### src/rtl/aopc_consts.vh
/*
  register offsets, reset values, field positions and fixed codes of the
  offset, line-pll and clamp register bank. assumes an 8-bit register port.
*/
`ifndef AOPC_CONSTS_VH
`define AOPC_CONSTS_VH

`define AOPC_ADDR_RED_OFF_LO 8'h19
`define AOPC_ADDR_GRN_OFF_HI 8'h1a
`define AOPC_ADDR_GRN_OFF_LO 8'h1b
`define AOPC_ADDR_BLU_OFF_HI 8'h1c
`define AOPC_ADDR_BLU_OFF_LO 8'h1d
`define AOPC_ADDR_TOTAL_HI 8'h1e
`define AOPC_ADDR_TOTAL_LO 8'h1f
`define AOPC_ADDR_PHASE 8'h20
`define AOPC_ADDR_COAST_PRE 8'h21
`define AOPC_ADDR_COAST_POST 8'h22
`define AOPC_ADDR_PLL_OPT 8'h23
`define AOPC_ADDR_START_HI 8'h24
`define AOPC_ADDR_START_LO 8'h25
`define AOPC_ADDR_CLAMP_W 8'h26

`define AOPC_RST_OFF_LO 2'h0
`define AOPC_RST_OFF_HI 8'h80
`define AOPC_RST_TOTAL_HI 6'h06
`define AOPC_RST_TOTAL_LO 8'h98
`define AOPC_RST_PHASE 6'h00
`define AOPC_RST_COAST_PRE 8'h04
`define AOPC_RST_COAST_POST 8'h04
`define AOPC_RST_PLL_OPT 5'h00
`define AOPC_RST_START_HI 6'h00
`define AOPC_RST_START_LO 8'h02
`define AOPC_RST_CLAMP_W 8'h10

`define AOPC_OFF_LO_MSB 7
`define AOPC_OFF_LO_LSB 6
`define AOPC_OPT_LEAD_EDGE 0
`define AOPC_OPT_CLOCK_INVERT_INPUT_EN 1
`define AOPC_OPT_EXT_COAST 2
`define AOPC_OPT_COAST_POL 3
`define AOPC_OPT_EXT_CLOCK 4

`define AOPC_DAC_MID 8'h80
`define AOPC_DIG_ZERO 10'h200
`define AOPC_UNMAPPED_READ 8'h00

`endif

### src/rtl/aopc_regs.v
/*
  offset, line-pll and clamp register bank of a triple-channel digitiser,
  with coast and clamp timing. assumes a same-clock register master and
  sync pins from outside the clock domain; pixelTick is a clk_sys enable.
*/
// Overview of operation
// offset low registers hold two LSBs in 7:6
// loop off drives DAC, on adds digital offset
// line total is fourteen bits, high:low
// new line total taken on low write
// six-bit phase, 64 steps of 5.625 degrees
// internal coast starts lines before vsync
// internal coast lasts lines after vsync
// option bit 0 picks pll lock edge
// option bit 1 gates clock invert pin
// option bit 2 picks external coast source
// option bit 3 sets external coast polarity
// option bit 4 picks external pixel clock
// restore start counts pixels from hsync trailing
// clamp width governs DC restore clamp only
// zero width never connects the clamp
// digital offset word is offset binary
// oversampling multiplies totals, start and widths
// clamp each line from start for width
`timescale 1ns/10ps
`include "aopc_consts.vh"
module aopc_regs #(
  parameter LINE_W = 12
) (
  input wire clk_sys,
  input wire rst_b,
  input wire [7:0] regAddr,
  input wire [7:0] regWrData,
  input wire regWrEn,
  input wire regRdEn,
  output reg [7:0] regRdData,
  input wire blackLevelLoopOn,
  input wire [1:0] oversampleSel,
  input wire pixelTick,
  input wire hsyncPin,
  input wire vsyncPin,
  input wire coastPin,
  input wire clockInvertInput,
  output reg [1:0] redOffsetLow,
  output reg [7:0] greenOffsetDac,
  output reg [7:0] blueOffsetDac,
  output reg [9:0] greenDigitalOffset,
  output reg [9:0] blueDigitalOffset,
  output reg [16:0] lineTotal,
  output reg lineTotalLoad,
  output reg [5:0] samplingPhase,
  output reg pllRefEdge,
  output reg clockInvertActive,
  output reg externalPixelClock,
  output wire pllCoast,
  output reg [16:0] restoreStart,
  output reg [10:0] clampWidthScaled,
  output wire clampPulse,
  output wire blackLevelStart
);
  // register storage
  reg [1:0] redOffLo_reg;
  reg [7:0] grnOffHi_reg;
  reg [1:0] grnOffLo_reg;
  reg [7:0] bluOffHi_reg;
  reg [1:0] bluOffLo_reg;
  reg [5:0] totalHi_reg;
  reg [7:0] totalLo_reg;
  reg [13:0] totalLive_reg;
  reg [5:0] phase_reg;
  reg [7:0] coastPre_reg;
  reg [7:0] coastPost_reg;
  reg [4:0] pllOpt_reg;
  reg [5:0] startHi_reg;
  reg [7:0] startLo_reg;
  reg [7:0] clampW_reg;
  reg [7:0] rdData_next;
  reg [16:0] totalScaled_next;
  reg [16:0] startScaled_next;
  reg [10:0] widthScaled_next;

  // synchronisers: hsync, vsync, coast, clock invert
  reg [3:0] pinMeta_reg;
  reg [3:0] pinSync_reg;
  reg [1:0] syncDly_reg;
  wire hsyncS;
  wire vsyncS;
  wire hsyncLead;
  wire hsyncTrail;
  wire vsyncStart;
  wire vsyncEnd;

  wire [9:0] grnWord;
  wire [9:0] bluWord;
  wire [13:0] startWord;

  always @(posedge clk_sys or negedge rst_b) begin
    if (!rst_b) begin
      pinMeta_reg <= 4'h0;
      pinSync_reg <= 4'h0;
      syncDly_reg <= 2'h0;
    end else begin
      pinMeta_reg <= {clockInvertInput, coastPin, vsyncPin, hsyncPin};
      pinSync_reg <= pinMeta_reg;
      syncDly_reg <= pinSync_reg[1:0];
    end
  end

  assign hsyncS = pinSync_reg[0];
  assign vsyncS = pinSync_reg[1];
  // sync is taken as active high: leading edge rises, trailing edge falls
  assign hsyncLead = hsyncS & ~syncDly_reg[0];
  assign hsyncTrail = ~hsyncS & syncDly_reg[0];
  assign vsyncStart = vsyncS & ~syncDly_reg[1];
  assign vsyncEnd = ~vsyncS & syncDly_reg[1];

  // register writes
  always @(posedge clk_sys or negedge rst_b) begin
    if (!rst_b) begin
      redOffLo_reg <= `AOPC_RST_OFF_LO;
      grnOffHi_reg <= `AOPC_RST_OFF_HI;
      grnOffLo_reg <= `AOPC_RST_OFF_LO;
      bluOffHi_reg <= `AOPC_RST_OFF_HI;
      bluOffLo_reg <= `AOPC_RST_OFF_LO;
      totalHi_reg <= `AOPC_RST_TOTAL_HI;
      totalLo_reg <= `AOPC_RST_TOTAL_LO;
      totalLive_reg <= {`AOPC_RST_TOTAL_HI, `AOPC_RST_TOTAL_LO};
      phase_reg <= `AOPC_RST_PHASE;
      coastPre_reg <= `AOPC_RST_COAST_PRE;
      coastPost_reg <= `AOPC_RST_COAST_POST;
      pllOpt_reg <= `AOPC_RST_PLL_OPT;
      startHi_reg <= `AOPC_RST_START_HI;
      startLo_reg <= `AOPC_RST_START_LO;
      clampW_reg <= `AOPC_RST_CLAMP_W;
      lineTotalLoad <= 1'b0;
    end else begin
      lineTotalLoad <= 1'b0;
      if (regWrEn) begin
        if (regAddr == `AOPC_ADDR_RED_OFF_LO) begin
          redOffLo_reg <= regWrData[`AOPC_OFF_LO_MSB:`AOPC_OFF_LO_LSB];
        end else if (regAddr == `AOPC_ADDR_GRN_OFF_HI) begin
          grnOffHi_reg <= regWrData;
        end else if (regAddr == `AOPC_ADDR_GRN_OFF_LO) begin
          grnOffLo_reg <= regWrData[`AOPC_OFF_LO_MSB:`AOPC_OFF_LO_LSB];
        end else if (regAddr == `AOPC_ADDR_BLU_OFF_HI) begin
          bluOffHi_reg <= regWrData;
        end else if (regAddr == `AOPC_ADDR_BLU_OFF_LO) begin
          bluOffLo_reg <= regWrData[`AOPC_OFF_LO_MSB:`AOPC_OFF_LO_LSB];
        end else if (regAddr == `AOPC_ADDR_TOTAL_HI) begin
          // staged only: the pll keeps its old total until the low byte
          totalHi_reg <= regWrData[5:0];
        end else if (regAddr == `AOPC_ADDR_TOTAL_LO) begin
          totalLo_reg <= regWrData;
          totalLive_reg <= {totalHi_reg, regWrData};
          lineTotalLoad <= 1'b1;
        end else if (regAddr == `AOPC_ADDR_PHASE) begin
          phase_reg <= regWrData[5:0];
        end else if (regAddr == `AOPC_ADDR_COAST_PRE) begin
          coastPre_reg <= regWrData;
        end else if (regAddr == `AOPC_ADDR_COAST_POST) begin
          coastPost_reg <= regWrData;
        end else if (regAddr == `AOPC_ADDR_PLL_OPT) begin
          // only five option bits exist; the rest read back zero
          pllOpt_reg <= regWrData[4:0];
        end else if (regAddr == `AOPC_ADDR_START_HI) begin
          startHi_reg <= regWrData[5:0];
        end else if (regAddr == `AOPC_ADDR_START_LO) begin
          startLo_reg <= regWrData;
        end else if (regAddr == `AOPC_ADDR_CLAMP_W) begin
          clampW_reg <= regWrData;
        end
      end
    end
  end

  // read decode; unused bits and unmapped addresses read zero
  always @* begin
    rdData_next = `AOPC_UNMAPPED_READ;
    if (regAddr == `AOPC_ADDR_RED_OFF_LO) begin
      rdData_next = {redOffLo_reg, 6'h00};
    end else if (regAddr == `AOPC_ADDR_GRN_OFF_HI) begin
      rdData_next = grnOffHi_reg;
    end else if (regAddr == `AOPC_ADDR_GRN_OFF_LO) begin
      rdData_next = {grnOffLo_reg, 6'h00};
    end else if (regAddr == `AOPC_ADDR_BLU_OFF_HI) begin
      rdData_next = bluOffHi_reg;
    end else if (regAddr == `AOPC_ADDR_BLU_OFF_LO) begin
      rdData_next = {bluOffLo_reg, 6'h00};
    end else if (regAddr == `AOPC_ADDR_TOTAL_HI) begin
      rdData_next = {2'h0, totalHi_reg};
    end else if (regAddr == `AOPC_ADDR_TOTAL_LO) begin
      rdData_next = totalLo_reg;
    end else if (regAddr == `AOPC_ADDR_PHASE) begin
      rdData_next = {2'h0, phase_reg};
    end else if (regAddr == `AOPC_ADDR_COAST_PRE) begin
      rdData_next = coastPre_reg;
    end else if (regAddr == `AOPC_ADDR_COAST_POST) begin
      rdData_next = coastPost_reg;
    end else if (regAddr == `AOPC_ADDR_PLL_OPT) begin
      rdData_next = {3'h0, pllOpt_reg};
    end else if (regAddr == `AOPC_ADDR_START_HI) begin
      rdData_next = {2'h0, startHi_reg};
    end else if (regAddr == `AOPC_ADDR_START_LO) begin
      rdData_next = startLo_reg;
    end else if (regAddr == `AOPC_ADDR_CLAMP_W) begin
      rdData_next = clampW_reg;
    end
  end

  // data stands only in the cycle after the strobe, so stale reads show zero
  always @(posedge clk_sys or negedge rst_b) begin
    if (!rst_b) begin
      regRdData <= 8'h00;
    end else if (regRdEn) begin
      regRdData <= rdData_next;
    end else begin
      regRdData <= 8'h00;
    end
  end

  // ten-bit offset words: high byte above the two low bits
  assign grnWord = {grnOffHi_reg, grnOffLo_reg};
  assign bluWord = {bluOffHi_reg, bluOffLo_reg};
  assign startWord = {startHi_reg, startLo_reg};

  // oversampling scale: the ratio is a power of two, so the product is a
  // plain shift into the wider output word
  always @* begin
    totalScaled_next = {3'h0, totalLive_reg};
    startScaled_next = {3'h0, startWord};
    widthScaled_next = {3'h0, clampW_reg};
    case (oversampleSel)
      2'h1: begin
        totalScaled_next = {2'h0, totalLive_reg, 1'b0};
        startScaled_next = {2'h0, startWord, 1'b0};
        widthScaled_next = {2'h0, clampW_reg, 1'b0};
      end
      2'h2: begin
        totalScaled_next = {1'b0, totalLive_reg, 2'h0};
        startScaled_next = {1'b0, startWord, 2'h0};
        widthScaled_next = {1'b0, clampW_reg, 2'h0};
      end
      2'h3: begin
        totalScaled_next = {totalLive_reg, 3'h0};
        startScaled_next = {startWord, 3'h0};
        widthScaled_next = {clampW_reg, 3'h0};
      end
      default: begin
        totalScaled_next = {3'h0, totalLive_reg};
        startScaled_next = {3'h0, startWord};
        widthScaled_next = {3'h0, clampW_reg};
      end
    endcase
  end

  // offset steering
  always @(posedge clk_sys or negedge rst_b) begin
    if (!rst_b) begin
      redOffsetLow <= 2'h0;
      greenOffsetDac <= `AOPC_DAC_MID;
      blueOffsetDac <= `AOPC_DAC_MID;
      greenDigitalOffset <= 10'h000;
      blueDigitalOffset <= 10'h000;
    end else begin
      redOffsetLow <= redOffLo_reg;
      if (blackLevelLoopOn) begin
        // dac parked at mid scale, word becomes a signed adder value
        greenOffsetDac <= `AOPC_DAC_MID;
        blueOffsetDac <= `AOPC_DAC_MID;
        greenDigitalOffset <= grnWord - `AOPC_DIG_ZERO;
        blueDigitalOffset <= bluWord - `AOPC_DIG_ZERO;
      end else begin
        greenOffsetDac <= grnOffHi_reg;
        blueOffsetDac <= bluOffHi_reg;
        greenDigitalOffset <= 10'h000;
        blueDigitalOffset <= 10'h000;
      end
    end
  end

  // scaled timing words follow the oversampling select one clock later
  always @(posedge clk_sys or negedge rst_b) begin
    if (!rst_b) begin
      lineTotal <= 17'h00000;
      restoreStart <= 17'h00000;
      clampWidthScaled <= 11'h000;
    end else begin
      lineTotal <= totalScaled_next;
      restoreStart <= startScaled_next;
      clampWidthScaled <= widthScaled_next;
    end
  end

  // option decode; the lock edge pulse trails the pin by three clocks
  always @(posedge clk_sys or negedge rst_b) begin
    if (!rst_b) begin
      samplingPhase <= 6'h00;
      pllRefEdge <= 1'b0;
      clockInvertActive <= 1'b0;
      externalPixelClock <= 1'b0;
    end else begin
      samplingPhase <= phase_reg;
      if (pllOpt_reg[`AOPC_OPT_LEAD_EDGE]) begin
        pllRefEdge <= hsyncLead;
      end else begin
        pllRefEdge <= hsyncTrail;
      end
      clockInvertActive <= pllOpt_reg[`AOPC_OPT_CLOCK_INVERT_INPUT_EN] & pinSync_reg[3];
      externalPixelClock <= pllOpt_reg[`AOPC_OPT_EXT_CLOCK];
    end
  end

  // coast runs on the synchronised levels, so it trails the pins
  aopc_coast_gen #(
    .LINE_W(LINE_W)
  ) uCoast (
    .clk_sys(clk_sys),
    .rst_b(rst_b),
    .linePulse(hsyncLead),
    .vsyncLevel(vsyncS),
    .vsyncStart(vsyncStart),
    .vsyncEnd(vsyncEnd),
    .coastExtLevel(pinSync_reg[2]),
    .coastActiveLow(pllOpt_reg[`AOPC_OPT_COAST_POL]),
    .coastExternal(pllOpt_reg[`AOPC_OPT_EXT_COAST]),
    .linesBefore(coastPre_reg),
    .linesAfter(coastPost_reg),
    .coast(pllCoast)
  );

  // clamp timing uses the scaled start and width, counted in pixel ticks
  aopc_clamp_gen #(
    .PIX_W(17),
    .CW_W(11)
  ) uClamp (
    .clk_sys(clk_sys),
    .rst_b(rst_b),
    .pixelTick(pixelTick),
    .hsyncTrail(hsyncTrail),
    .startPixel(restoreStart),
    .clampWidth(clampWidthScaled),
    .clampPulse(clampPulse),
    .blackStart(blackLevelStart)
  );
endmodule

### src/rtl/aopc_coast_gen.v
/*
  coast generator: holds the line pll off sync around vertical sync.
  assumes synchronised, same-clock sync levels and one-cycle line pulses.
*/
`timescale 1ns/10ps
module aopc_coast_gen #(
  parameter LINE_W = 12
) (
  input wire clk_sys,
  input wire rst_b,
  input wire linePulse,
  input wire vsyncLevel,
  input wire vsyncStart,
  input wire vsyncEnd,
  input wire coastExtLevel,
  input wire coastActiveLow,
  input wire coastExternal,
  input wire [7:0] linesBefore,
  input wire [7:0] linesAfter,
  output reg coast
);
  reg [LINE_W-1:0] lineCount_reg;
  reg [LINE_W-1:0] frameLines_reg;
  reg [7:0] postLeft_reg;
  wire [LINE_W-1:0] linesToVsync;
  wire preActive;
  wire extActive;

  // the vsync start is predicted from the previous frame's length
  assign linesToVsync = frameLines_reg - lineCount_reg;
  assign preActive = (frameLines_reg != {LINE_W{1'b0}}) &&
                     (linesToVsync <= {{(LINE_W-8){1'b0}}, linesBefore});
  assign extActive = coastActiveLow ? ~coastExtLevel : coastExtLevel;

  always @(posedge clk_sys or negedge rst_b) begin
    if (!rst_b) begin
      lineCount_reg <= {LINE_W{1'b0}};
      frameLines_reg <= {LINE_W{1'b0}};
      postLeft_reg <= 8'h00;
      coast <= 1'b0;
    end else begin
      if (vsyncStart) begin
        frameLines_reg <= lineCount_reg;
        lineCount_reg <= {LINE_W{1'b0}};
      end else if (linePulse && lineCount_reg != {LINE_W{1'b1}}) begin
        lineCount_reg <= lineCount_reg + 1'b1;
      end
      if (vsyncEnd) begin
        postLeft_reg <= linesAfter;
      end else if (linePulse && postLeft_reg != 8'h00) begin
        postLeft_reg <= postLeft_reg - 1'b1;
      end
      if (coastExternal) begin
        coast <= extActive;
      end else begin
        coast <= preActive | vsyncLevel | (postLeft_reg != 8'h00) | vsyncEnd;
      end
    end
  end
endmodule

### src/rtl/aopc_clamp_gen.v
/*
  clamp pulse generator: counts pixel clocks from the synchronised hsync trailing
  edge. assumes pixelTick is a one-cycle enable at the pixel rate.
*/
`timescale 1ns/10ps
module aopc_clamp_gen #(
  parameter PIX_W = 17,
  parameter CW_W = 11
) (
  input wire clk_sys,
  input wire rst_b,
  input wire pixelTick,
  input wire hsyncTrail,
  input wire [PIX_W-1:0] startPixel,
  input wire [CW_W-1:0] clampWidth,
  output reg clampPulse,
  output reg blackStart
);
  reg [PIX_W-1:0] pixCount_reg;
  reg counting_reg;
  reg [CW_W-1:0] widthLeft_reg;

  always @(posedge clk_sys or negedge rst_b) begin
    if (!rst_b) begin
      pixCount_reg <= {PIX_W{1'b0}};
      counting_reg <= 1'b0;
      widthLeft_reg <= {CW_W{1'b0}};
      clampPulse <= 1'b0;
      blackStart <= 1'b0;
    end else begin
      blackStart <= 1'b0;
      if (hsyncTrail) begin
        pixCount_reg <= {PIX_W{1'b0}};
        counting_reg <= 1'b1;
        widthLeft_reg <= {CW_W{1'b0}};
        clampPulse <= 1'b0;
      end else if (pixelTick) begin
        if (counting_reg && pixCount_reg == startPixel) begin
          counting_reg <= 1'b0;
          blackStart <= 1'b1;
          // a zero width never connects the clamp
          if (clampWidth != {CW_W{1'b0}}) begin
            clampPulse <= 1'b1;
            widthLeft_reg <= clampWidth - 1'b1;
          end
        end else if (widthLeft_reg != {CW_W{1'b0}}) begin
          widthLeft_reg <= widthLeft_reg - 1'b1;
        end else begin
          clampPulse <= 1'b0;
        end
        if (counting_reg) begin
          pixCount_reg <= pixCount_reg + 1'b1;
        end
      end
    end
  end
endmodule

### config.mk
export PLATFORM = sky130hd
export DESIGN_NAME = aopc_regs
export DESIGN_NICKNAME = d
export VERILOG_FILES = /design/src/rtl/aopc_regs.v /design/src/rtl/aopc_coast_gen.v /design/src/rtl/aopc_clamp_gen.v
export VERILOG_INCLUDE_DIRS = /design/src /design/src/rtl
export SDC_FILE = /design/constraint.sdc
export NUM_CORES = 1
export LEC_CHECK = 0
export BUFFER_PORTS_ARGS = -buffer_cell sky130_fd_sc_hd__buf_2
export CAP_MARGIN = 20
export CORE_MARGIN = 3
export CORE_UTILIZATION = 55
export DETAILED_ROUTE_END_ITERATION = 12
export MAX_ROUTING_LAYER = met4
export PLACE_DENSITY = 0.86
export SETUP_SLACK_MARGIN = 0.3
export SYNTH_ARGS = -nofsm -noshare
export SYNTH_HDL_FRONTEND = slang
export SYNTH_HIERARCHICAL = 1
export SYNTH_SLANG_ARGS = --single-unit
export TNS_END_PERCENT = 50
### constraint.sdc
create_clock -name clk_sys -period 6.1 [get_ports clk_sys]
set_input_delay 0.61 -clock clk_sys [delete_from_list [all_inputs] [get_ports clk_sys]]
set_output_delay 0.61 -clock clk_sys [all_outputs]
set_load 0.05 [all_outputs]
== Word level (Yosys, flattened, before mapping) ==
Cells that the tools add are included.
W data, S select, Z words.
Word-level totals
  register bits after elaboration: 274
  input port bits: 28
  output and inout port bits: 104
  logic and storage cells: 185
Cells by class
  add/sub/neg operators: 8
  $lt $le $gt $ge: 1
  equal/unequal tests: 21
  mux-type cells: 56
  bitwise gates (word level): 26
  reductions and logical operators: 32
Operators with widths (count)
  $mux W8: 19
  $pmux W17 S3: 2
  $eq A8 B5 Y1 const B: 7
  $eq A8 B6 Y1 const B: 7
  $mux W11: 5
  $mux W17: 3
  $pmux W11 S3: 1
  $mux W12: 2
  $mux W1: 22
  $reduce_bool A11 Y1: 2
  $sub A11 B1 Y11 const B: 2
  $mux W10: 2
  $sub A10 B10 Y10 const B: 2
  $not A1 Y1: 18
  $add A17 B1 Y17 const B: 1
  $eq A17 B17 Y1: 1
  $reduce_and A15 Y1: 1
  $reduce_and A14 Y1: 1
  $reduce_and A13 Y1: 1
  $add A12 B1 Y12 const B: 1
  $le A12 B8 Y1: 1
  $ne A12 B12 Y1 const B: 1
  $reduce_and A12 Y1: 1
  $reduce_bool A12 Y1: 1
  22 further kinds: 40

== Longest topological paths before layout ==
Gate-level depths: netlist of run 1.
  depth after elaboration: 16
  mapped depth: 14
  depth with buffers taken out: 14

== Cells and area by module ==
Netlist of run 1, hierarchy kept.
By module, submodules not included
  aopc_regs: times used 1, cells an instance 632, area each 8543.2 sq um, seq. area each 5073.6 sq um
  aopc_coast_gen: times used 1, cells an instance 249, area each 2323.5 sq um, seq. area each 825.8 sq um
  aopc_clamp_gen: times used 1, cells an instance 265, area each 2301.0 sq um, seq. area each 775.7 sq um

== Worst setup path after synthesis of run 1 ==
No wires, ideal clock.
  path kind: register to register
  start: register restoreStart[9]
  end: register uClamp.widthLeft_reg[10]
  library setup time: 0.136 ns
  arrival: 3.074 ns
  data required time: 5.964 ns
  slack: 2.890 ns
  stages on the path, launching flop included: 14
  path buffers: 1
  clock period less this slack: 3.210 ns
  cells stage by stage: dfrtp_1 > xnor2_1 > nand4_1 > or3_1 > buf_2 > o21ai_1 > and2_1 > ha_1 > nor2b_1 > nand3_1 > o211a_1 > a211o_1 > mux2i_1 > a21oi_1
Between the ends
  word-level cells in the longest chain between the ends: 5
  elaborated cells between the ends (all ways): 8
  classes of those cells: eq/ne (2); mux (3); reduce/logical (3)
Ends and longest elaborated chain
  start: declaration: line aopc_regs.v:56  | output reg [16:0] restoreStart,
  start signal: assignment: line aopc_regs.v:289  | restoreStart <= startScaled_next;
  $eq A17 B17 Y1 (*): line aopc_clamp_gen.v:38  | if (counting_reg && pixCount_reg == startPixel) begin
  $logic_and A1 B1 Y1 (*): line aopc_clamp_gen.v:38
  $mux W11: line aopc_clamp_gen.v:38
  $mux W11: line aopc_clamp_gen.v:37  | end else if (pixelTick) begin
  $mux W11: line aopc_clamp_gen.v:32  | if (hsyncTrail) begin
  end signal: assignment: line aopc_clamp_gen.v:35  | widthLeft_reg <= {CW_W{1'b0}};
  end signal: assignment: line aopc_clamp_gen.v:44  | widthLeft_reg <= clampWidth - 1'b1;
  end signal: assignment: line aopc_clamp_gen.v:47  | widthLeft_reg <= widthLeft_reg - 1'b1;
  end: declaration: line aopc_clamp_gen.v:21  | reg [CW_W-1:0] widthLeft_reg;
Every way passes the cells marked *; elsewhere a longest branch is shown, timed or not. The select of a mux whose other input is x is not followed.
A chain may end at the register's enable or synchronous reset.

== Worst setup path in the final report of run 1 ==
  start: register uClamp.pixCount_reg[9]
  end: register uClamp.widthLeft_reg[10]
Between the ends
  word-level cells in the longest chain between the ends: 5
  elaborated cells between the ends (all ways): 8
  classes of those cells: eq/ne (2); mux (3); reduce/logical (3)
Ends and longest elaborated chain
  start: declaration: line aopc_clamp_gen.v:19  | reg [PIX_W-1:0] pixCount_reg;
  start signal: assignment: line aopc_clamp_gen.v:25  | pixCount_reg <= {PIX_W{1'b0}};
  start signal: assignment: line aopc_clamp_gen.v:33  | pixCount_reg <= {PIX_W{1'b0}};
  start signal: assignment: line aopc_clamp_gen.v:52  | pixCount_reg <= pixCount_reg + 1'b1;
  $eq A17 B17 Y1 (*): line aopc_clamp_gen.v:38
  $logic_and A1 B1 Y1 (*): line aopc_clamp_gen.v:38
  $mux W11: line aopc_clamp_gen.v:38
  $mux W11: line aopc_clamp_gen.v:37
  $mux W11: line aopc_clamp_gen.v:32
Marks and branches as above.

==> tab_implementation.tex, run 1 <==
\begin{tabular}{lr}
\hline
Metric & Value \\
\hline
\multicolumn{2}{l}{\textbf{Critical path}} \\
Crit path arrival time & 3.92 ns \\
Startpoint Class & register \\
R2R cell count & 12 \\
Data required time at the worst endpoint & 6.49 ns \\
Max FO, Critical Path & 11 \\
Crit Path Class & reg2reg \\
Endpoint class of the critical path & register \\
Worst-case register-to-register setup slack & 2.57 ns \\
\multicolumn{2}{l}{\textbf{Status}} \\
Status & completed \\
\multicolumn{2}{l}{\textbf{Final layout}} \\
Area growth from synthesis to final layout & 13.5\% \\
Ant diodes & 0 \\
Ratio of cells with drive above 1 in the final layout & 28.3\% \\
Post-route insts no fill & 1587 \\
Post-layout nets & 1307 \\
Final design instance area without fill & 0.0149 mm\^{}2 \\
\multicolumn{2}{l}{\textbf{Placement}} \\
RePlAce Congestion & 0.992 \\
Post-Place Cells & 1538 \\
Standard cell area after detailed placement & 0.0140 mm\^{}2 \\
Input/output buffers & 131 \\
Total half-perimeter wirelength after legalization and detailed placement & 22.2 mm \\
\multicolumn{2}{l}{\textbf{Synth}} \\
Adder-cell share of the synthesized area & 2.43\% \\
Number of cells produced by synthesis & 1146 \\
Average cell area after synthesis & 11.5 um\^{}2 \\
Synthesized-area fraction occupied by and/or/nand/nor cells & 14.3\% \\
Multiplexer share of the synthesized area & 15.6\% \\
Sequential element share of the synthesized area & 50.7\% \\
Number of distinct standard cells referenced by the synthesized netlist & 80 \\
Count of yosys warnings during synthesis & 6 \\
Combinational family with the most area after synthesis & multiplexers \\
Cell area after technology mapping & 0.0132 mm\^{}2 \\
Net count after synthesis & 1199 \\
Async SR Flop Fraction & 100\% \\
Compound-cell area share of the yosys netlist & 10.0\% \\
Primary flip-flop cell chosen by synthesis mapping & dfrtp\_1 \\
Synthesized-area fraction occupied by xor and xnor cells & 3.92\% \\
Yosys reg bits & 266 \\
Number of flops mapped to enable cells by yosys & 0 \\
\multicolumn{2}{l}{\textbf{Timing}} \\
Setup-failing EPs final & 0 \\
Max Freq & 0.284 GHz \\
Max-Slew Margin vs Limit & 28.0\% \\
Worst hold slack across all endpoints & 0.0584 ns \\
Final-report hold violation count & 0 \\
Portion of the clock cycle consumed by the worst path in the final layout & 57.8\% \\
Worst clock skew & 0.0134 ns \\
RSZ-0062 raised after global routing & false \\
Pin slew with the least headroom to its limit & 1.08 ns \\
Aggregate negative setup slack & 0 ns \\
Time the final worst path needs with I/O delays and setup & 3.53 ns \\
Final max-slew violation count & 0 \\
\multicolumn{2}{l}{\textbf{Route}} \\
WL/cell & 20.5 um \\
Number of DRC violations after detailed-routing iteration 0 & 940 \\
Sum of routed wire length over all layers & 32.5 mm \\
Number of remaining DRC errors & 0 \\
Pre-antenna DRT Iters & 5 \\
Post-DR vias/cell & 6.14 \\
Remaining number of nets flagged by the antenna check after routing & 0 \\
Detailed-route via count & 9743 \\
\multicolumn{2}{l}{\textbf{Floorplanning}} \\
Placement row count & 55 \\
Height of the die & 161 um \\
DIE AREA & 0.0258 mm\^{}2 \\
Initial standard-cell utilization of the core & 57.1\% \\
Horiz. Die Dim & 161 um \\
I/O Pins & 132 \\
Floorplan Core Area & 0.0231 mm\^{}2 \\
\multicolumn{2}{l}{\textbf{Clock tree}} \\
Maximum clock insertion buffer count & 3 \\
CTS-repair resized insts & 0 \\
Clock transition at the register clock pins on the worst setup and hold paths after CTS & 0.06 ns \\
CTS tree & yes \\
Clock buffer count from CTS & 27 \\
Cts hold-fix bufs & 0 \\
Buffer count from post-CTS setup fixing & 0 \\
Root cell of the clock tree & clkbuf\_16 \\
CTS sink cnt & 266 \\
H-tree depth reported by CTS & 1 \\
Skew-Pair Late Insertion Delay & 0.53 ns \\
\multicolumn{2}{l}{\textbf{Power}} \\
Leakage power of the design & 7.08 nW \\
Post-layout total power & 4.91 mW \\
PD cells & 329 mW/mm\^{}2 \\
Worst IR Drop VDD & 237 uV \\
\multicolumn{2}{l}{\textbf{GRT}} \\
Global-route wire length before repair & 53.0 mm \\
Vias in the first global route & 9810 \\
Pin count of the biggest net entering global routing & 186 \\
Antenna violations before repair & 0 \\
Global-route total usage across every layer & 25.9\% \\
Overflow after GRT & 0 \\
\multicolumn{2}{l}{\textbf{Flow run}} \\
Number of max-cap violations & 0 \\
\multicolumn{2}{l}{\textbf{Min path}} \\
Type of the most critical hold path & in2async \\
\hline
\end{tabular}
## power breakdown
group / switching (mW) / total, mW / internal [mW]
Clock: 0.676 / 1.73 / 1.06
Sequential: 0.147 / 2.04 / 1.90
Combinational: 0.697 / 1.13 / 0.436
Total: 1.52 / 4.91 / 3.39
## routing by layer
metal	track usage (%)	vias up	share of wire (%)
li1	-	4359	-
met1	35.2	4900	43
met2	41.2	422	48
met3	4.44	62	7.4
met4	6.34	0	2.2
met5	-	-	0
## worst max-delay path, stage by stage, from the launching register on
cell and delay (ns):
dfrtp_1 0.44, xnor2_1 0.29, nand4_1 0.21, or3_1 0.64, o21ai_1 0.24, and2_1 0.16
ha_1 0.20, nor2b_1 0.33, nand3_1 0.20, o211a_1 0.27, a211o_1 0.22, mux2i_1 0.12
a21oi_1 0.09
## cell usage after synthesis (27+ instances only)
| cell type | n | area [um^2] |
|---|---|---|
| o21ai_0 | 40 | 200 |
| nand3_1 | 27 | 135 |
| inv_1 | 33 | 124 |
| nand2_1 | 60 | 225 |
| nor2_1 | 72 | 270 |
| xnor2_1 | 45 | 394 |
| a21oi_1 | 47 | 235 |
| dfrtp_1 | 251 | 6280 |
| mux2_2 | 113 | 1270 |
| mux2i_1 | 40 | 400 |
| nor2b_1 | 45 | 282 |
## layout make-up
cell class	instances	area, um^2
Sequential cell	266	6680
Clock buffer	39	781
Tap cell	313	392
Inverter	33	124
Clock inverter	10	156
Fill cell	1707	8110
Multi-Input combinational cell	791	6100
Timing Repair Buffer	135	708
## cells by family (layout without fill, tap and decap cells)
group | after synthesis | after routing
and+or+nand+nor | 337 | 337
DFF | 266 | 266
AOI/OAI and AO/OA | 200 | 200
muxes | 170 | 170
buffers and inverters | 89 | 217
xor gates and xnor gates | 59 | 59
adders and majority gates | 25 | 25
## through the flow
step / util [%] / setup WS, ns
3_5_place_dp: 60.7 / 2.66
2_1_floorplan: - / 2.89
5_1_grt: 64.8 / 2.34
6_report: 64.8 / 2.57
4_1_cts: 64.8 / 2.65
3_3_place_gp: 60.7 / 2.75
## final timing paths
check	to	from
max	uClamp/widthLeft_reg[10]	uClamp/pixCount_reg[9]
min	uClamp/pixCount_reg[1]	rst_b
max reg2reg	uClamp/widthLeft_reg[10]	uClamp/pixCount_reg[9]
min reg2reg	pinSync_reg[0]	pinMeta_reg[0]
max in group asynchronous	coastPre_reg[7]	rst_b
min in group clk_sys	pinMeta_reg[3]	clockInvertInput
## placed cells by master, fill, tap and decap left out, types with 6 or more instances in the layout
cell type / instances
a211oi_1: 11
a21o_1: 7
a21oi_1: 47
a22oi_1: 9
a31oi_1: 9
and2_1: 24
and3_1: 9
buf_2: 130
clkbuf_1: 6
clkbuf_16: 27
clkbuf_8: 6
dfrtp_1: 251
dfstp_2: 15
ha_1: 24
inv_1: 33
mux2_2: 113
mux2i_1: 40
mux4_2: 17
nand2_1: 60
nand2b_1: 9
nand3_1: 27
nand4_1: 14
nor2_1: 72
nor2b_1: 44
nor3_1: 18
nor4_1: 8
nor4_2: 6
o211ai_1: 7
o21ai_0: 40
o21ai_1: 6
o22ai_1: 12
o32ai_1: 6
or3_1: 6
xnor2_1: 45
xor2_1: 14
Power figures use the tool's default switching activity.
==> run 2, diff against run 1 <==
--- a/config.mk
+++ b/config.mk
@@ -9,10 +9,10 @@
 export BUFFER_PORTS_ARGS = -buffer_cell sky130_fd_sc_hd__buf_2
 export CAP_MARGIN = 20
 export CORE_MARGIN = 3
-export CORE_UTILIZATION = 55
+export CORE_UTILIZATION = 54
 export DETAILED_ROUTE_END_ITERATION = 12
 export MAX_ROUTING_LAYER = met4
-export PLACE_DENSITY = 0.86
+export PLACE_DENSITY = 0.88
 export SETUP_SLACK_MARGIN = 0.3
 export SYNTH_ARGS = -nofsm -noshare
 export SYNTH_HDL_FRONTEND = slang
==> constraint.sdc (replaced) <==
create_clock -name clk_sys -period 3 [get_ports clk_sys]
set_input_delay 0.3 -clock clk_sys [delete_from_list [all_inputs] [get_ports clk_sys]]
set_output_delay 0.3 -clock clk_sys [all_outputs]
set_load 0.05 [all_outputs]
==> run 2 against run 1 <==
Compared with the run above:
- critical path depth unchanged
- total power is 120% higher
- largest power group unchanged
- worst hold slack worse by 0.027 ns
- fmax rose by 26%
- core utilization grew 0.88 points
- worst setup slack got worse by 2.4 ns
- sequential share of layout area fell by 1.6 points
- non-clock buffer count increased by 38
- via count increased by 2.4%
- final area rose by 4.1%
==> tab_implementation.tex, run 2 (synthesized netlist as in run 1, its figures left out) <==
\begin{tabular}{lr}
\hline
Metric & Value \\
\hline
\multicolumn{2}{l}{\textbf{Placement}} \\
Input/output buffers & 131 (unchanged) \\
Total half-perimeter wirelength after legalization and detailed placement & 23.5 mm (+5.6\%) \\
RePlAce Congestion & 1.02 (+2.8\%) \\
\multicolumn{2}{l}{\textbf{Clock tree}} \\
CTS sink cnt & 266 (unchanged) \\
H-tree depth reported by CTS & 1 (unchanged) \\
Clock transition at the register clock pins on the worst setup and hold paths after CTS & 0.07 ns (about the same) \\
Root cell of the clock tree & clkbuf\_16 \\
Clock buffer count from CTS & 28 (+3.7\%) \\
Skew-Pair Late Insertion Delay & 0.59 ns (+0.06 ns) \\
CTS tree & yes \\
Maximum clock insertion buffer count & 3 (unchanged) \\
\multicolumn{2}{l}{\textbf{Final layout}} \\
Post-layout nets & 1346 (+3.0\%) \\
Fraction of the core area covered by cells at the end of the flow & 65.7\% (+0.88 points) \\
Area growth from synthesis to final layout & 18.1\% \\
Most common library cell in the layout ignoring fill and taps & dfrtp\_1 \\
Ratio of cells with drive above 1 in the final layout & 33.8\% (+5.6 points) \\
Most frequent cells in the layout & 230 x dfrtp\_1, 130 x buf\_2, 113 x mux2\_2 \\
Number of filler instances in the final layout & 1778 (+4.2\%) \\
\multicolumn{2}{l}{\textbf{GRT}} \\
Global-route total usage across every layer & 26.7\% (+0.80 points) \\
Global-route wire length before repair & 54.6 mm (+3.1\%) \\
Overflow after GRT & 0 (unchanged) \\
Vias in the first global route & 9872 (+0.63\%) \\
Antenna violations before repair & 1 (+1) \\
Pin count of the biggest net entering global routing & 98 (-47\%) \\
\multicolumn{2}{l}{\textbf{Critical path}} \\
Longest individual stage delay on the worst path & 0.42 ns (-0.22 ns) \\
CP delay by family, top & simple AND/OR/NAND/NOR gates \\
Launch instance of the worst register-to-register path & restoreStart[8] \\
Data required time at the worst endpoint & 3.41 ns (-3.08 ns) \\
Crit path arrival time & 3.21 ns (-0.71 ns) \\
Startpoint Class & register \\
Crit Path Class & reg2reg \\
R2R cell count & 12 (unchanged) \\
Critical Path Slowest Stage Cell & dfrtp\_2 \\
Max FO, Critical Path & 4 (-7) \\
Worst-case register-to-register setup slack & 0.20 ns (-2.37 ns) \\
End of the worst register-to-register path & uClamp/widthLeft\_reg[10] \\
CP Cell Sequence & xnor2\_2 > nand4\_1 > or3\_4 > o21ai\_2 > and2\_1 > ha\_2 > nor2b\_4 > nand3\_2 > o211a\_1 > a211o\_1 > mux2i\_1 > a21oi\_1 \\
Buffers and inverters on the worst path & 0 (unchanged) \\
Endpoint class of the critical path & register \\
\multicolumn{2}{l}{\textbf{Power}} \\
Leakage power of the design & 7.32 nW (+3.3\%) \\
PD cells & 680 mW/mm\^{}2 (+110\%) \\
Worst IR Drop VDD & 533 uV (+130\%) \\
Post-layout total power & 10.6 mW (+120\%) \\
\multicolumn{2}{l}{\textbf{Timing}} \\
Time the final worst path needs with I/O delays and setup & 2.80 ns (-0.727 ns) \\
Setup-failing EPs final & 0 (unchanged) \\
Final max-slew violation count & 0 (unchanged) \\
Final-report hold violation count & 0 (unchanged) \\
RSZ-0062 raised after global routing & true \\
Pin slew with the least headroom to its limit & 1.06 ns (-0.0218 ns) \\
Aggregate negative setup slack & 0 ns (unchanged) \\
Max-Slew Margin vs Limit & 29.3\% (+1.3 points) \\
Portion of the clock cycle consumed by the worst path in the final layout & 93.3\% (+35 points) \\
Max Freq & 0.357 GHz (+26\%) \\
Worst clock skew & 0.0605 ns (+0.0471 ns) \\
\multicolumn{2}{l}{\textbf{Route}} \\
Pre-antenna DRT Iters & 5 (unchanged) \\
WL/cell & 20.7 um (+1.2\%) \\
Post-DR vias/cell & 6.10 (-0.58\%) \\
Number of DRC violations after detailed-routing iteration 0 & 1061 (+13\%) \\
Remaining number of nets flagged by the antenna check after routing & 0 (unchanged) \\
Detailed-route via count & 9979 (+2.4\%) \\
Sum of routed wire length over all layers & 33.9 mm (+4.3\%) \\
Number of remaining DRC errors & 0 (unchanged) \\
\multicolumn{2}{l}{\textbf{Min path}} \\
Depth of the worst hold-timing path & 2 \\
Startpoint of the lowest-slack hold path & regRdEn \\
WHS Endpoint & regRdData[7] \\
Type of the most critical hold path & in2reg \\
\multicolumn{2}{l}{\textbf{Status}} \\
Status & completed \\
\multicolumn{2}{l}{\textbf{Floorplanning}} \\
Placement row count & 56 (+1.8\%) \\
Height of the die & 162 um (+0.89\%) \\
I/O Pins & 132 (unchanged) \\
Floorplan Core Area & 0.0237 mm\^{}2 (+2.7\%) \\
DIE AREA & 0.0263 mm\^{}2 (+1.8\%) \\
Horiz. Die Dim & 162 um (+0.89\%) \\
Initial standard-cell utilization of the core & 55.6\% (-1.5 points) \\
\multicolumn{2}{l}{\textbf{Flow run}} \\
Number of max-cap violations & 0 (unchanged) \\
\hline
\end{tabular}
==> run 2: cell types whose count changed in the layout (fill, tap and decap cells not counted), moves of 2 or more <==
cell	previous run	this run
inv_6	1	3
buf_12	1	3
clkinv_4	0	2
buf_4	3	33
dlygate4sd3_1	0	5
nor2b_1	44	42
o22ai_1	12	10
o22ai_2	0	2
dfrtp_2	0	21
dfrtp_1	251	230
clkbuf_1	6	3
xnor2_1	45	30
xnor2_2	0	15
==> run 2: worst max-delay path by stage <==
stage / startpoint / end / slack (ns) / depth (start not counted)
2_1_floorplan: restoreStart[4] / uClamp/widthLeft_reg[10] / 0.1 / 13
3_3_place_gp: uClamp/pixCount_reg[8] / uClamp/widthLeft_reg[10] / 0.17 / 12
3_5_place_dp: uClamp/pixCount_reg[8] / uClamp/widthLeft_reg[10] / 0.08 / 12
4_1_cts: restoreStart[10] / uClamp/widthLeft_reg[10] / 0.23 / 12
5_1_grt: uClamp/pixCount_reg[0] / uClamp/widthLeft_reg[8] / 0.06 / 14
6_report: restoreStart[8] / uClamp/widthLeft_reg[10] / 0.20 / 12
==> run 2: layer usage <==
layer	vias up	global-route usage, %	routed length, um
li1	4432	-	-
met2	447	42.1	16300
met4	0	7.72	1050
met3	101	4.59	2600
met5	-	-	0
met1	4999	36.1	14000
==> run 2: cell type report <==
class | instances | area [um^2] | area share [%]
Antenna cell | 1 | 2.50 | 0.0161
Clock buffer | 36 | 781 | 5.02
Clock inverter | 16 | 254 | 1.63
Inverter | 33 | 124 | 0.796
Multi-Input combinational cell | 791 | 6260 | 40.2
Sequential cell | 266 | 6700 | 43.1
Tap cell | 319 | 399 | 2.57
Timing Repair Buffer | 173 | 1030 | 6.65
==> run 2: power by group <==
| group | switching [mW] | total, mW | internal [mW] | leakage, nW |
|---|---|---|---|---|
| clock network | 1.51 | 3.81 | 2.29 | 0.500 |
| registers | 0.294 | 4.16 | 3.86 | 3.54 |
| logic | 1.53 | 2.61 | 1.08 | 3.28 |
==> run 2: worst reg2reg max path: stages, from the launching register on <==
cell and delay, ns:
dfrtp_2 0.42, xnor2_2 0.20, nand4_1 0.15, or3_4 0.42
o21ai_2 0.14, and2_1 0.15, ha_2 0.20, nor2b_4 0.16
nand3_2 0.12, o211a_1 0.25, a211o_1 0.24, mux2i_1 0.15
a21oi_1 0.08
==> run 2: repair_timing <==
item                                    4_1_cts  5_1_grt
hold buffers                                  5        0
hold endpoints to repair                     97        0
buffers inserted                              8        5
pin swaps                                     7        6
endpoints found under the setup margin        4        5
resized for setup                            13        7
==> run 2: per-stage QoR <==
step	worst slack [ns]	hold slack [ns]	std cells	instance area, um^2
final	0.201	0.0310	1635	15600
after global routing	0.0572	0.0151	1635	15600
after global placement	0.172	0.333	1564	14300
after detailed placement	0.0781	0.337	1564	14300
after CTS	0.232	0.00131	1629	15500
after floorplan	0.0968	0.00441	1146	13300
